$ cat src/tccu_pkg.sv
package tccu_pkg;
   // -------------------------------------------------------------
   // register byte offsets
   // -------------------------------------------------------------
   localparam logic [7:0] TCCU_OFF_ENABLE = 8'h00;
   localparam logic [7:0] TCCU_OFF_RUN = 8'h04;
   localparam logic [7:0] TCCU_OFF_CTRL = 8'h08;
   localparam logic [7:0] TCCU_OFF_MODE = 8'h0C;
   localparam logic [7:0] TCCU_OFF_FFCR = 8'h10;
   localparam logic [7:0] TCCU_OFF_MASK = 8'h14;
   localparam logic [7:0] TCCU_OFF_CMP0 = 8'h1C;
   localparam logic [7:0] TCCU_OFF_CMP1 = 8'h20;
   localparam logic [7:0] TCCU_OFF_LIVE = 8'h24;
   localparam logic [7:0] TCCU_OFF_CAP0 = 8'h28;
   localparam logic [7:0] TCCU_OFF_CAP1 = 8'h2C;
   localparam logic [7:0] TCCU_OFF_DMA = 8'h30;

   // -------------------------------------------------------------
   // field positions
   // -------------------------------------------------------------
   localparam int TCCU_BIT_CHAN_EN = 7;
   localparam int TCCU_BIT_CRUN = 0;
   localparam int TCCU_BIT_PRUN = 2;
   localparam int TCCU_BIT_WBF = 7;
   localparam int TCCU_POS_CLKSEL = 0;
   localparam int TCCU_POS_CPM = 3;
   localparam int TCCU_BIT_CLE = 5;
   localparam int TCCU_BIT_SWCAP = 6;
   localparam int TCCU_POS_FFCMD = 0;
   localparam int TCCU_POS_FFEN = 2;
   localparam int TCCU_BIT_DMA_CAP0 = 0;
   localparam int TCCU_BIT_DMA_CAP1 = 1;
   localparam int TCCU_BIT_DMA_MATCH1 = 2;
   localparam int TCCU_BIT_MASK_M0 = 0;
   localparam int TCCU_BIT_MASK_M1 = 1;
   localparam int TCCU_BIT_MASK_OVF = 2;

   // -------------------------------------------------------------
   // encodings and reset values
   // -------------------------------------------------------------
   localparam logic [2:0] TCCU_CLK_PIN = 3'h0;
   localparam logic [1:0] TCCU_CPM_OFF = 2'h0;
   localparam logic [1:0] TCCU_CPM_PIN_BOTH = 2'h1;
   localparam logic [1:0] TCCU_CPM_MATCH = 2'h2;
   localparam logic [1:0] TCCU_CPM_PIN_RISE = 2'h3;
   localparam logic [1:0] TCCU_FF_TOGGLE = 2'h0;
   localparam logic [1:0] TCCU_FF_SET = 2'h1;
   localparam logic [1:0] TCCU_FF_CLEAR = 2'h2;
   localparam logic [1:0] TCCU_FF_KEEP = 2'h3;
   localparam logic [15:0] TCCU_CNT_ZERO = 16'h0000;
   localparam logic [15:0] TCCU_CNT_MAX = 16'hFFFF;
   localparam logic [31:0] TCCU_RD_ZERO = 32'h0000_0000;
   // prescaler tap masks, index = clock select code (code 0 is the pin)
   localparam logic [7:0] TCCU_DIV_MASK [8] =
      '{8'h00, 8'h00, 8'h03, 8'h0F, 8'h1F, 8'h3F, 8'h7F, 8'hFF};
endpackage

$ cat src/tccu_prescaler.sv
`timescale 1ns/1ps
module tccu_prescaler
   import tccu_pkg::*;
(
   input wire logic clk,
   input wire logic rst_n,
   input wire logic run,
   input wire logic [2:0] sel,
   output logic tick
);
   logic [7:0] div_r;
   logic tick_r;

   // -------------------------------------------------------------
   // free divider, held at zero while stopped
   // -------------------------------------------------------------
   always_ff @(posedge clk or negedge rst_n)
   begin
      if (!rst_n)
         div_r <= 8'h00;
      else if (!run)
         div_r <= 8'h00;
      else
         div_r <= div_r + 8'h01;
   end

   // one-cycle tick at the selected tap
   always_ff @(posedge clk or negedge rst_n)
   begin
      if (!rst_n)
         tick_r <= 1'b0;
      else
         tick_r <= run && (sel != TCCU_CLK_PIN)
                   && ((div_r & TCCU_DIV_MASK[sel]) == TCCU_DIV_MASK[sel]);
   end

   assign tick = tick_r;
endmodule // tccu_prescaler

$ cat src/tccu_pin_sync.sv
`timescale 1ns/1ps
module tccu_pin_sync
(
   input wire logic clk,
   input wire logic rst_n,
   input wire logic pin,
   output logic rise,
   output logic fall
);
   logic meta_r;
   logic sync_r;
   logic last_r;
   logic rise_r;
   logic fall_r;

   // -------------------------------------------------------------
   // two-stage synchroniser; only sync_r feeds the edge logic
   // -------------------------------------------------------------
   always_ff @(posedge clk or negedge rst_n)
   begin
      if (!rst_n)
      begin
         meta_r <= 1'b0;
         sync_r <= 1'b0;
         last_r <= 1'b0;
      end
      else
      begin
         meta_r <= pin;
         sync_r <= meta_r;
         last_r <= sync_r;
      end
   end

   // edge pulses, one clock each
   always_ff @(posedge clk or negedge rst_n)
   begin
      if (!rst_n)
      begin
         rise_r <= 1'b0;
         fall_r <= 1'b0;
      end
      else
      begin
         rise_r <= sync_r & ~last_r;
         fall_r <= ~sync_r & last_r;
      end
   end

   assign rise = rise_r;
   assign fall = fall_r;
endmodule // tccu_pin_sync

$ cat src/tccu_timer.sv
// Summary of operation
// - clearing counter run stops the up counter and zeroes it at once
// - an up counter overflow raises the timer interrupt
// - two compare registers, each matched against the up counter
// - each compare has a buffer; double buffering off at reset, set by bit
// - buffered values load into both compares on a compare 1 match
// - while stopped, compare writes go straight in
// - capture mode field picks when counts latch into capture 0 and 1
// - writing 0 to software capture copies the count into capture 0
// - live count read snapshots while running; snapshot held while stopped
// - a match on either compare raises the timer interrupt
// - output flip-flop toggles on matches and captures, each enabled apart
// - flip-flop command 00 toggles, 01 sets, 10 clears
// - each capture raises its own capture interrupt
// - compare 1 match or capture interrupts issue a DMA request when enabled
// - compare 1 DMA request suppressed while its mask bit is set
// - event mode counts rising edges of the timer input pin
// - clear on match zeroes the counter on a compare 1 match
// - DMA enable bit 2 compare 1, bit 1 capture 1, bit 0 capture 0
`timescale 1ns/1ps
module tccu_timer
   import tccu_pkg::*;
(
   input wire logic clk,
   input wire logic rst_n,
   input wire logic psel,
   input wire logic penable,
   input wire logic pwrite,
   input wire logic [7:0] paddr,
   input wire logic [31:0] pwdata,
   output logic [31:0] prdata,
   output logic pready,
   output logic pslverr,
   input wire logic timer_input_pin,
   output logic timer_output_pin,
   output logic timer_interrupt,
   output logic capture_interrupt_0,
   output logic capture_interrupt_1,
   output logic dma_request
);
   import tccu_pkg::*;

   logic chan_en_r;
   logic counter_run_r;
   logic prescaler_run_r;
   logic buffer_en_r;
   logic [2:0] clk_sel_r;
   logic [1:0] cap_mode_r;
   logic clear_on_match_r;
   logic [3:0] ff_en_r;
   logic [2:0] mask_r;
   logic [2:0] dma_en_r;
   logic [15:0] cmp0_r;
   logic [15:0] cmp1_r;
   logic [15:0] buf0_r;
   logic [15:0] buf1_r;
   logic [15:0] cnt_r;
   logic [15:0] snap_r;
   logic [15:0] cap0_r;
   logic [15:0] cap1_r;
   logic ff_r;
   logic tint_r;
   logic cint0_r;
   logic cint1_r;
   logic dma_r;
   logic [31:0] prdata_r;
   logic [31:0] prdata_nxt;
   logic pready_r;
   logic pslverr_r;
   logic pslverr_nxt;

   logic setup;
   logic wr;
   logic running;
   logic pre_tick;
   logic pin_rise;
   logic pin_fall;
   logic tick;
   logic hit0;
   logic hit1;
   logic ovf;
   logic sw_cap;
   logic cap0_evt;
   logic cap1_evt;
   logic [1:0] ff_cmd;

   // -------------------------------------------------------------
   // clock sources
   // -------------------------------------------------------------
   tccu_prescaler u_pre (
      .clk(clk),
      .rst_n(rst_n),
      .run(prescaler_run_r & chan_en_r),
      .sel(clk_sel_r),
      .tick(pre_tick)
   );

   // pin is asynchronous, so it is synchronised before edge detection
   tccu_pin_sync u_pin (
      .clk(clk),
      .rst_n(rst_n),
      .pin(timer_input_pin),
      .rise(pin_rise),
      .fall(pin_fall)
   );

   // -------------------------------------------------------------
   // event decode
   // -------------------------------------------------------------
   // both run bits are needed; counter run alone gates the clear
   assign running = chan_en_r & counter_run_r & prescaler_run_r;
   assign tick = running & ((clk_sel_r == TCCU_CLK_PIN) ? pin_rise : pre_tick);
   assign hit0 = tick & (cnt_r == cmp0_r);
   assign hit1 = tick & (cnt_r == cmp1_r);
   assign ovf = tick & (cnt_r == TCCU_CNT_MAX) & ~(clear_on_match_r & hit1);

   // apb: answer is registered in the setup cycle, so every access has no wait state
   assign setup = psel & ~penable;
   assign wr = psel & penable & pwrite & pready_r;
   assign sw_cap = wr & (paddr == TCCU_OFF_MODE) & ~pwdata[TCCU_BIT_SWCAP];
   assign ff_cmd = pwdata[TCCU_POS_FFCMD +: 2];

   // capture strobes by mode; the software capture lands in capture 0
   always_comb
   begin
      cap0_evt = sw_cap;
      cap1_evt = 1'b0;
      case (cap_mode_r)
         TCCU_CPM_PIN_BOTH:
         begin
            cap0_evt = sw_cap | (running & pin_rise);
            cap1_evt = running & pin_fall;
         end
         TCCU_CPM_MATCH:
         begin
            cap0_evt = sw_cap | hit0;
            cap1_evt = hit1;
         end
         TCCU_CPM_PIN_RISE:
            cap0_evt = sw_cap | (running & pin_rise);
         default:
            cap0_evt = sw_cap;
      endcase
   end

   // -------------------------------------------------------------
   // control registers
   // -------------------------------------------------------------
   always_ff @(posedge clk or negedge rst_n)
   begin
      if (!rst_n)
      begin
         chan_en_r <= 1'b0;
         counter_run_r <= 1'b0;
         prescaler_run_r <= 1'b0;
         buffer_en_r <= 1'b0;
         clk_sel_r <= TCCU_CLK_PIN;
         cap_mode_r <= TCCU_CPM_OFF;
         clear_on_match_r <= 1'b0;
         ff_en_r <= 4'h0;
         mask_r <= 3'h0;
         dma_en_r <= 3'h0;
      end
      else if (wr)
      begin
         case (paddr)
            TCCU_OFF_ENABLE: chan_en_r <= pwdata[TCCU_BIT_CHAN_EN];
            TCCU_OFF_RUN:
            begin
               counter_run_r <= pwdata[TCCU_BIT_CRUN];
               prescaler_run_r <= pwdata[TCCU_BIT_PRUN];
            end
            TCCU_OFF_CTRL: buffer_en_r <= pwdata[TCCU_BIT_WBF];
            TCCU_OFF_MODE:
            begin
               clk_sel_r <= pwdata[TCCU_POS_CLKSEL +: 3];
               cap_mode_r <= pwdata[TCCU_POS_CPM +: 2];
               clear_on_match_r <= pwdata[TCCU_BIT_CLE];
            end
            TCCU_OFF_FFCR: ff_en_r <= pwdata[TCCU_POS_FFEN +: 4];
            TCCU_OFF_MASK: mask_r <= pwdata[2:0];
            TCCU_OFF_DMA: dma_en_r <= pwdata[2:0];
            default: chan_en_r <= chan_en_r;
         endcase
      end
   end

   // -------------------------------------------------------------
   // up counter
   // -------------------------------------------------------------
   always_ff @(posedge clk or negedge rst_n)
   begin
      if (!rst_n)
         cnt_r <= TCCU_CNT_ZERO;
      else if (!counter_run_r)
         cnt_r <= TCCU_CNT_ZERO;
      else if (clear_on_match_r && hit1)
         cnt_r <= TCCU_CNT_ZERO;
      else if (tick)
         cnt_r <= cnt_r + 16'h0001;
   end

   // -------------------------------------------------------------
   // compare registers and their buffers
   // -------------------------------------------------------------
   // buffers track every write so a later stop/start sees fresh values
   always_ff @(posedge clk or negedge rst_n)
   begin
      if (!rst_n)
      begin
         buf0_r <= TCCU_CNT_ZERO;
         buf1_r <= TCCU_CNT_ZERO;
      end
      else if (wr)
      begin
         if (paddr == TCCU_OFF_CMP0)
            buf0_r <= pwdata[15:0];
         if (paddr == TCCU_OFF_CMP1)
            buf1_r <= pwdata[15:0];
      end
   end

   // direct write when single buffered or stopped; reload on match 1
   always_ff @(posedge clk or negedge rst_n)
   begin
      if (!rst_n)
      begin
         cmp0_r <= TCCU_CNT_ZERO;
         cmp1_r <= TCCU_CNT_ZERO;
      end
      else
      begin
         if (buffer_en_r && running && hit1)
         begin
            cmp0_r <= buf0_r;
            cmp1_r <= buf1_r;
         end
         if (wr && !(buffer_en_r && running))
         begin
            if (paddr == TCCU_OFF_CMP0)
               cmp0_r <= pwdata[15:0];
            if (paddr == TCCU_OFF_CMP1)
               cmp1_r <= pwdata[15:0];
         end
      end
   end

   // -------------------------------------------------------------
   // capture registers and live count snapshot
   // -------------------------------------------------------------
   always_ff @(posedge clk or negedge rst_n)
   begin
      if (!rst_n)
      begin
         cap0_r <= TCCU_CNT_ZERO;
         cap1_r <= TCCU_CNT_ZERO;
      end
      else
      begin
         if (cap0_evt)
            cap0_r <= cnt_r;
         if (cap1_evt)
            cap1_r <= cnt_r;
      end
   end

   // snapshot taken in the setup cycle of a read while running
   always_ff @(posedge clk or negedge rst_n)
   begin
      if (!rst_n)
         snap_r <= TCCU_CNT_ZERO;
      else if (setup && !pwrite && paddr == TCCU_OFF_LIVE && running)
         snap_r <= cnt_r;
   end

   // -------------------------------------------------------------
   // output flip-flop
   // -------------------------------------------------------------
   // a software command wins over a same-cycle hardware toggle
   always_ff @(posedge clk or negedge rst_n)
   begin
      if (!rst_n)
         ff_r <= 1'b0;
      else if (wr && paddr == TCCU_OFF_FFCR && ff_cmd == TCCU_FF_TOGGLE)
         ff_r <= ~ff_r;
      else if (wr && paddr == TCCU_OFF_FFCR && ff_cmd == TCCU_FF_SET)
         ff_r <= 1'b1;
      else if (wr && paddr == TCCU_OFF_FFCR && ff_cmd == TCCU_FF_CLEAR)
         ff_r <= 1'b0;
      else
         ff_r <= ff_r ^ (^{ff_en_r[0] & hit0, ff_en_r[1] & hit1,
                            ff_en_r[2] & cap0_evt, ff_en_r[3] & cap1_evt});
   end

   // -------------------------------------------------------------
   // interrupt and dma pulses
   // -------------------------------------------------------------
   always_ff @(posedge clk or negedge rst_n)
   begin
      if (!rst_n)
      begin
         tint_r <= 1'b0;
         cint0_r <= 1'b0;
         cint1_r <= 1'b0;
         dma_r <= 1'b0;
      end
      else
      begin
         tint_r <= (hit0 & ~mask_r[TCCU_BIT_MASK_M0])
                   | (hit1 & ~mask_r[TCCU_BIT_MASK_M1])
                   | (ovf & ~mask_r[TCCU_BIT_MASK_OVF]);
         cint0_r <= cap0_evt;
         cint1_r <= cap1_evt;
         dma_r <= (hit1 & dma_en_r[TCCU_BIT_DMA_MATCH1] & ~mask_r[TCCU_BIT_MASK_M1])
                  | (cap1_evt & dma_en_r[TCCU_BIT_DMA_CAP1])
                  | (cap0_evt & dma_en_r[TCCU_BIT_DMA_CAP0]);
      end
   end

   // -------------------------------------------------------------
   // apb read mux and answer
   // -------------------------------------------------------------
   always_comb
   begin
      prdata_nxt = TCCU_RD_ZERO;
      pslverr_nxt = 1'b0;
      case (paddr)
         TCCU_OFF_ENABLE: prdata_nxt[TCCU_BIT_CHAN_EN] = chan_en_r;
         TCCU_OFF_RUN:
         begin
            prdata_nxt[TCCU_BIT_CRUN] = counter_run_r;
            prdata_nxt[TCCU_BIT_PRUN] = prescaler_run_r;
         end
         TCCU_OFF_CTRL: prdata_nxt[TCCU_BIT_WBF] = buffer_en_r;
         TCCU_OFF_MODE:
         begin
            prdata_nxt[TCCU_POS_CLKSEL +: 3] = clk_sel_r;
            prdata_nxt[TCCU_POS_CPM +: 2] = cap_mode_r;
            prdata_nxt[TCCU_BIT_CLE] = clear_on_match_r;
            prdata_nxt[TCCU_BIT_SWCAP] = 1'b1;
         end
         TCCU_OFF_FFCR:
         begin
            prdata_nxt[TCCU_POS_FFCMD +: 2] = TCCU_FF_KEEP;
            prdata_nxt[TCCU_POS_FFEN +: 4] = ff_en_r;
         end
         TCCU_OFF_MASK: prdata_nxt[2:0] = mask_r;
         TCCU_OFF_CMP0: prdata_nxt[15:0] = cmp0_r;
         TCCU_OFF_CMP1: prdata_nxt[15:0] = cmp1_r;
         // running: the value being snapshotted now; stopped: the old one
         TCCU_OFF_LIVE: prdata_nxt[15:0] = running ? cnt_r : snap_r;
         TCCU_OFF_CAP0: prdata_nxt[15:0] = cap0_r;
         TCCU_OFF_CAP1: prdata_nxt[15:0] = cap1_r;
         TCCU_OFF_DMA: prdata_nxt[2:0] = dma_en_r;
         default: pslverr_nxt = 1'b1;
      endcase
   end

   always_ff @(posedge clk or negedge rst_n)
   begin
      if (!rst_n)
      begin
         pready_r <= 1'b0;
         pslverr_r <= 1'b0;
         prdata_r <= TCCU_RD_ZERO;
      end
      else
      begin
         pready_r <= setup;
         pslverr_r <= setup & pslverr_nxt;
         if (setup && !pwrite)
            prdata_r <= prdata_nxt;
      end
   end

   assign prdata = prdata_r;
   assign pready = pready_r;
   assign pslverr = pslverr_r;
   assign timer_output_pin = ff_r;
   assign timer_interrupt = tint_r;
   assign capture_interrupt_0 = cint0_r;
   assign capture_interrupt_1 = cint1_r;
   assign dma_request = dma_r;
endmodule // tccu_timer

$ cat config.mk
export PLATFORM = sky130hd
export DESIGN_NAME = tccu_timer
export DESIGN_NICKNAME = d
export VERILOG_FILES = /design/src/tccu_pkg.sv /design/src/tccu_prescaler.sv /design/src/tccu_pin_sync.sv /design/src/tccu_timer.sv
export SDC_FILE = /design/constraint.sdc
export NUM_CORES = 1
export LEC_CHECK = 0
export BUFFER_PORTS_ARGS = -buffer_cell sky130_fd_sc_hd__buf_2
export CORE_UTILIZATION = 30
export DETAILED_ROUTE_END_ITERATION = 12
export HOLD_SLACK_MARGIN = 0.12
export PLACE_DENSITY = 0.53
export SETUP_SLACK_MARGIN = 0.05
export SYNTH_ARGS = -nofsm -noshare
export SYNTH_HDL_FRONTEND = slang
export SYNTH_HIERARCHICAL = 1
export SYNTH_SLANG_ARGS = --single-unit
export TNS_END_PERCENT = 50
$ cat constraint.sdc
create_clock -name clk -period 2.1 [get_ports clk]
set_input_delay 0.21 -clock clk [delete_from_list [all_inputs] [get_ports clk]]
set_output_delay 0.21 -clock clk [all_outputs]
set_load 0.02 [all_outputs]
==> summary.txt, run 1 <==
Outcome
  – Status: finished with violations
  – Violated checks: setup timing

Synth
  – Synth Warn #: 6
  – Post-synth top flop: dfrtp_1
  – FF+latch count, synth: around 190
  – Distinct cell type count after synthesis: 69
  – Netlist Area Pre-Place: around 9300 um2
  – Post-synth EDFFs: 0
  – Mapped Cells: between 900 and 1,000
  – Sequential element share of the synthesized area: 49.55%
  – Syn Area/Cell: slightly above 10 um2
  – Post-synth ARST share: 100.0%

Floorplanning
  – Initial Util: roughly 31%
  – Ports: 85
  – Num rows: between 60 and 70
  – Die area: between 30,000 and 40,000 um2
  – Core box area: approximately 31,000 um2
  – Die Wd: approximately 180 um
  – Chip height: around 180 um

Timing
  – Final setup viols: between 60 and 70
  – Worst Hold Slack: 0.1240 ns
  – Final hold vios: 0
  – Worst Clk Skew: 0.01236 ns
  – Final period util: 107.9%
  – Post-route minimum period: between 2 and 2.5 ns
  – Total count of max-transition violations in the final report: 0
  – Fmax: around 0.44 GHz
  – Setup WS post-layout: -0.1658 ns
  – RSZ-0062 raised after global routing: true

Global route
  – Antenna violations before repair: 0
  – Gr ovfl total: 0
  – First-pass GRT wire length: around 44,000 um
  – Maximum number of pins on one net before global-route repair: 48
  – GRT Util Overall: a little under a fifth
  – Number of global-route vias before repair: just over 7,000

Cells and area
  – Sequential Area: 4633 um2
  – Final #Nets: around 1,100
  – Fraction of layout cells with a size suffix above 1: 35.17%
  – Area Overhead vs Synth: 31.14%
  – Footprint of the multi-input gates: between 4000 and 5000 um2
  – N_diodes: 0
  – Fillers: approximately 3,000

Drt
  – Detailed-route wire length: between 20,000 and 30,000 um
  – Drt first pass iters: 6
  – Residual DRC: 0
  – DR vias: 7,386
  – Highest metal used: met4
  – 1st-iter DRT viols: 599
  – Antenna viol nets, final: 0
  – Met2 routed WL: 12,670 um
  – M1 wire length: between 10,000 and 15,000 um
  – Average wire per standard cell: between 15 and 20 um
  – Met3 WL: ~1500 um
  – Vias per inst: approximately 5.0

Placement
  – Global placer's final weighted congestion: slightly below 0.9
  – DP HPWL: ~20,000 um
  – IO buf count: 52
  – Pre-CTS WS: -0.1707 ns

Flow run
  – Max Cap Viol: 0

Clock tree
  – Root buf cell: clkbuf_16
  – H-tree depth: 4
  – Worst-path clk slew: approximately 0.07 ns
  – # clock sinks: around 190
  – Clk_lat worst skew: 0.45 ns
  – CTS Buffer Depth: 2
  – CTS tree: done
  – Total CTS buffers: 17

Setup path
  – CP max FO: 18
  – Worst-path cell chain: xnor2_1, nand4_1, nor4_2, buf_4, and2_4, a21oi_2, o22a_1, buf_12, mux2_4
  – Worst EP arrival: around 2.6 ns
  – Element type at the critical path start: flop
  – Worst path required time: approximately 2.4 ns
  – Max incr delay on CP: 0.40 ns
  – Crit. End Element: flop
  – CP max stage cell: dfrtp_1
  – Delay-heaviest family, CP: simple AND/OR/NAND/NOR gates
  – CP bufs+invs: 2
  – Kind of critical path: reg2reg

Power and ir drop
  – Switching Share: 25.70%
  – Gate power share: under 10%
  – Reg power frac: roughly half
  – Clock power frac: 44.1%
  – Cell Int Power: between 5 and 6 mW
  – Sw power: ~1.9 mW
  – Max VDD drop: approximately 410 uV
  – Pwr/cell area: 606.0 nW/um2
  – Leak pwr: 5.571 nW
  – Total power: about 7.4 mW

Min path
  – Hold crit path type: in2reg
-- flip-flops by register name, summed over array words and instances (netlist names), 2 cells and up --
register / flops
cap1_r: 16
cap0_r: 16
clk_sel_r: 3
buf1_r: 16
snap_r: 16
prdata: 16
cap_mode_r: 2
cmp1_r: 16
cmp0_r: 16
u_pre/div_r: 8
cnt_r: 16
mask_r: 3
dma_en_r: 3
ff_en_r: 4
buf0_r: 16
-- cell type report --
class	count	share of cell area [%]
flip-flops and latches	185	37.82
well taps	396	4.044
clock buffers	19	3.615
inverters	12	0.4085
multi-input cells	652	38.78
repair buffers	205	14.10
clock inverters	13	1.236
-- tightest hold or removal path: stages --
cell	delay [ns]
buf_2	0.19
nand2_1	0.08
o21ai_1	0.05
-- stage by stage --
step | utilization, % | std cells | instance area, um2 | setup TNS [ns]
2_1_floorplan | - | 922 | 9474 | -0.5183
3_3_place_gp | 35.37 | 1423 | 10820 | -4.477
3_5_place_dp | 35.37 | 1423 | 10820 | -6.162
4_1_cts | 39.33 | 1479 | 12030 | -6.921
5_1_grt | 40.05 | 1482 | 12250 | -10.88
6_report | 40.05 | 1482 | 12250 | -5.141
-- layout by cell type, fill, tap and decap left out, types with 11 or more instances in the layout --
cell and n:
mux2_1 13, xnor2_1 15, nand3_1 18, buf_2 51, o21ai_1 12, and2_1 11, o21ai_0 17, clkbuf_16 18
buf_12 11, xor2_1 22, nand4_1 14, nor2_1 59, a221oi_1 11, dfrtp_1 182, mux2_4 15, buf_4 109
nand2_1 141, a31oi_1 25, inv_1 11, a22oi_1 16, mux2i_1 14, mux2_2 51, a21oi_1 26, conb_1 16
nand2_2 11, dlygate4sd3_1 17, nor2_2 13
-- power by group through the flow --
stage                     combinational [mW]  sequential [mW]  clock, mW
after floorplan                        0.160             3.79          0
after global placement                 0.466             3.73          0
after detailed placement               0.470             3.73          0
after CTS                              0.499             3.66       3.38
after global routing                   0.543             3.67       3.49
final                                  0.489             3.66       3.27
-- cell usage after synthesis, types with 5 or more instances --
cell	instances	area [um2]
nor3_1	13	65.06
dfrtp_1	185	4629
buf_4	20	150.1
a221oi_1	11	96.34
and2_1	12	75.07
o21ai_1	6	30.03
nor2_1	71	266.5
ha_1	6	75.07
o22ai_1	8	50.05
xor2_1	26	227.7
buf_2	24	120.1
o21ai_0	26	130.1
mux2_1	20	225.2
mux2i_1	14	140.1
xnor2_1	22	192.7
a31oi_1	26	162.7
inv_1	11	41.29
nand3_1	20	100.1
mux2_4	8	120.1
and3_1	6	37.54
a22oi_1	17	127.6
buf_6	7	78.83
nor2b_1	8	50.05
nand2_1	155	581.8
a21oi_1	27	135.1
nand4_1	14	87.58
mux2_2	51	574.3
clkbuf_1	21	78.83
o21a_1	5	37.54
-- kinds of logic after synthesis --
group                      Yosys count  synth area share (%)
xor gates and xnor gates            49                 4.674
other                                1               0.04014
and+or+nand+nor                    335                 17.25
DFF                                185                 49.55
adders and majority gates            6                0.8035
buffers and inverters               85                 5.330
AOI/OAI and AO/OA                  152                 10.86
muxes                               94                 11.49
-- routing by layer --
metal	vias to the layer above	GRT usage [%]
li1	3481	-
met1	3655	26.27
met2	205	28.23
met3	45	2.962
met4	0	6.709
met5	-	0
-- path summary, 6_finish.rpt --
kind                                    from            to  slack [ns]  cells after the start
worst min register to register  u_pin/meta_r  u_pin/sync_r        0.36                      0
max in group asynchronous              rst_n    cmp0_r[10]        1.13                      3
worst max-delay path                cnt_r[2]    cap0_r[12]       -0.17                      9
worst min-delay path               pwdata[2]     cmp1_r[2]        0.12                      3
worst max register to register      cnt_r[2]    cap0_r[12]       -0.17                      9
min in group asynchronous              rst_n     cmp1_r[0]        0.28                      2
-- timing repair --
action | CTS | global route
resized for setup | 76 | 53
hold endpoints to repair | 176 | 0
setup buffers | 5 | 2
hold buffers | 17 | 0
gates cloned | 3 | 2
setup endpoints to repair | 85 | 87
pin swaps | 38 | 21
Power figures use the tool's default switching activity.
==> inputs of run 2 (changes only) <==
- SYNTH_HIERARCHICAL: 1 -> default
==> summary.txt, run 2 <==
Timing
  – Fmax: about 0.44 GHz
  – Final hold vios: 0
  – Final setup viols: 67
  – Worst Hold Slack: 0.1368 ns
  – Worst Clk Skew: between 0.01 and 0.015 ns
  – Setup WS post-layout: -0.1485 ns
  – RSZ-0062 raised after global routing: true
  – Total count of max-transition violations in the final report: 0
  – Final period util: 107.1%
  – Post-route minimum period: roughly 2.2 ns

Drt
  – Average wire per standard cell: 18.97 um
  – Met3 WL: about 830 um
  – DR vias: about 7,000
  – Vias per inst: between 4 and 5
  – Antenna viol nets, final: 0
  – Highest metal used: met5
  – Detailed-route wire length: roughly 27,000 um
  – 1st-iter DRT viols: approximately 570
  – Drt first pass iters: 7
  – Residual DRC: 0
  – M1 wire length: 12,990 um
  – Met2 routed WL: between 10,000 and 15,000 um

Setup path
  – Critical Path Stages: 9
  – Delay-heaviest family, CP: simple AND/OR/NAND/NOR gates
  – Worst path required time: about 2.4 ns
  – CP max stage cell: dfrtp_2
  – CP max FO: 8
  – Most used cell, CP: buf_12
  – Worst-path cell chain: xor2_2, nor4_4, nand4_4, buf_12, nor3_4, buf_12, buf_12, mux2i_1, a21oi_1
  – R2R cell count: 9
  – Kind of critical path: reg2reg
  – Element type at the critical path start: flop
  – Max incr delay on CP: approximately 0.44 ns
  – R2R setup slack: -0.15 ns
  – Worst EP arrival: between 2 and 3 ns
  – CP bufs+invs: 3
  – Crit. End Element: flop

Placement
  – DP HPWL: between 15,000 and 20,000 um
  – Pre-CTS WS: -0.2749 ns
  – IO buf count: 52
  – Placed cells: between 1,000 and 1,500
  – Global placer's final weighted congestion: 0.8437

Global route
  – Antenna violations before repair: 1
  – Gr ovfl total: 0
  – Number of global-route vias before repair: approximately 7,000
  – First-pass GRT wire length: 41,010 um
  – Maximum number of pins on one net before global-route repair: 70
  – GRT Util Overall: 17.41%

Synth
  – Post-synth EDFFs: 0
  – Netlist Area Pre-Place: between 9000 and 10,000 um2
  – Mapped Cells: roughly 830
  – Sequential element share of the synthesized area: 49.87%
  – Post-synth top flop: dfrtp_1
  – Post-synth ARST share: 100.0%
  – Post-synth top area cell: dfrtp_1
  – Top cells by count, synth: dfrtp_1, mux2_2, nor2_1, nand2_1, a21oi_1
  – Synth Warn #: 0
  – Synth area leaders: dfrtp_1, mux2_2, xor2_1
  – Syn Area/Cell: about 11 um2
  – Distinct cell type count after synthesis: 61
  – FF+latch count, synth: between 150 and 200
  – Top-count cell post-synth: dfrtp_1
  – Post-synth top area share: roughly 50%

Power and ir drop
  – Max VDD drop: roughly 520 uV
  – Pwr/cell area: 614.2 nW/um2
  – Leak pwr: approximately 5.4 nW

Floorplanning
  – Die Wd: between 150 and 200 um
  – Initial Util: a little over 30%
  – Core box area: between 30,000 and 40,000 um2
  – Chip height: roughly 180 um
  – Ports: 85
  – Num rows: 64
  – Die area: ~32,000 um2

Cells and area
  – Commonest cells after routing, fill and taps aside: dfrtp_1, buf_4, mux2_2
  – Fraction of layout cells with a size suffix above 1: about 37%
  – Fillers: ~2,900
  – Final cell count without fillers: around 1,400
  – Area Overhead vs Synth: 28.36%
  – Final #Nets: between 1,000 and 1,500
  – Leading cell type in the layout, fill and taps excluded: dfrtp_1
  – N_diodes: 0
  – Post-layout util: between 30% and 40%

Min path
  – Hold path depth: 3
  – Hold crit path type: in2reg

Outcome
  – Violated checks: setup timing
  – Status: finished with violations

Clock tree
  – Clk_lat worst skew: around 0.45 ns
  – CTS tree: done
  – CTS Buffer Depth: 2
  – H-tree depth: 4
  – Worst-path clk slew: approximately 0.07 ns
  – # clock sinks: about 190
  – Root buf cell: clkbuf_16
  – Total CTS buffers: 17

Flow run
  – Max Cap Viol: 0
==> run 2: cells by family (layout without fill, tap and decap cells) <==
family / count (synthesis) / count (layout) / synth area share [%]
fa+ha+maj: 6 / 6 / 0.8086
flops: 185 / 185 / 49.87
simple gates: 231 / 231 / 13.10
other cells: 1 / 16 / 0.04039
compound gates: 143 / 143 / 10.09
mux: 133 / 133 / 16.09
xor+xnor: 50 / 50 / 4.865
buf+inv: 80 / 253 / 5.135
==> run 2: worst reg2reg max path, stage by stage, from the launching register on <==
cell and delay [ns]:
dfrtp_2 0.44, xor2_2 0.17, nor4_4 0.37, nand4_4 0.22
buf_12 0.19, nor3_4 0.14, buf_12 0.16, buf_12 0.15
mux2i_1 0.22, a21oi_1 0.08
==> run 2: worst paths after layout <==
check                              from            to
max                           cnt_r[14]    cmp1_r[14]
min                           pwdata[2]     cmp0_r[2]
max reg2reg                   cnt_r[14]    cmp1_r[14]
min reg2reg                u_pin.meta_r  u_pin.sync_r
max in group asynchronous         rst_n    buf1_r[12]
min in group asynchronous         rst_n  clk_sel_r[1]
==> run 2: what timing repair did <==
action,4_1_cts,5_1_grt
cloned,0,2
pin swaps,3,34
gates resized for setup,6,46
hold endpoints to repair,222,0
buffers inserted,3,9
hold buffers,19,0
endpoints found under the setup margin,84,84
==> run 2: report_power, final <==
part           switching (mW)  total, mW  internal, mW
registers              0.0399       3.66          3.62
logic                   0.308      0.473         0.165
clock network            1.57       3.18          1.61
total                    1.92       7.32          5.40
==> run 2: final cells by class <==
| class | instances | area, um2 | area share [%] |
|---|---|---|---|
| multi-input combinational | 579 | 4413 | 37.03 |
| sequential | 185 | 4632 | 38.87 |
| clock inverter | 13 | 130.1 | 1.092 |
| timing repair buffer | 211 | 1765 | 14.82 |
| clock buffer | 19 | 442.9 | 3.717 |
| tap | 396 | 495.5 | 4.158 |
| inverter | 10 | 37.54 | 0.3150 |
==> run 2: through the flow <==
step                      instance area (um2)  TNS (ns)  power (mW)
final                                   11920    -4.643       7.319
after detailed placement                10800    -12.14       4.188
after floorplan                          9378   -0.5029       3.943
after global routing                    11920    -11.42       7.568
after global placement                  10800    -10.75       4.184
after CTS                               11610    -10.13       7.399
==> run 2: routing by layer <==
layer | up-vias | GRT usage (%)
li1 | 3265 | -
met1 | 3542 | 24.41
met2 | 136 | 26.90
met3 | 39 | 3.192
met4 | 2 | 5.698
met5 | - | 0
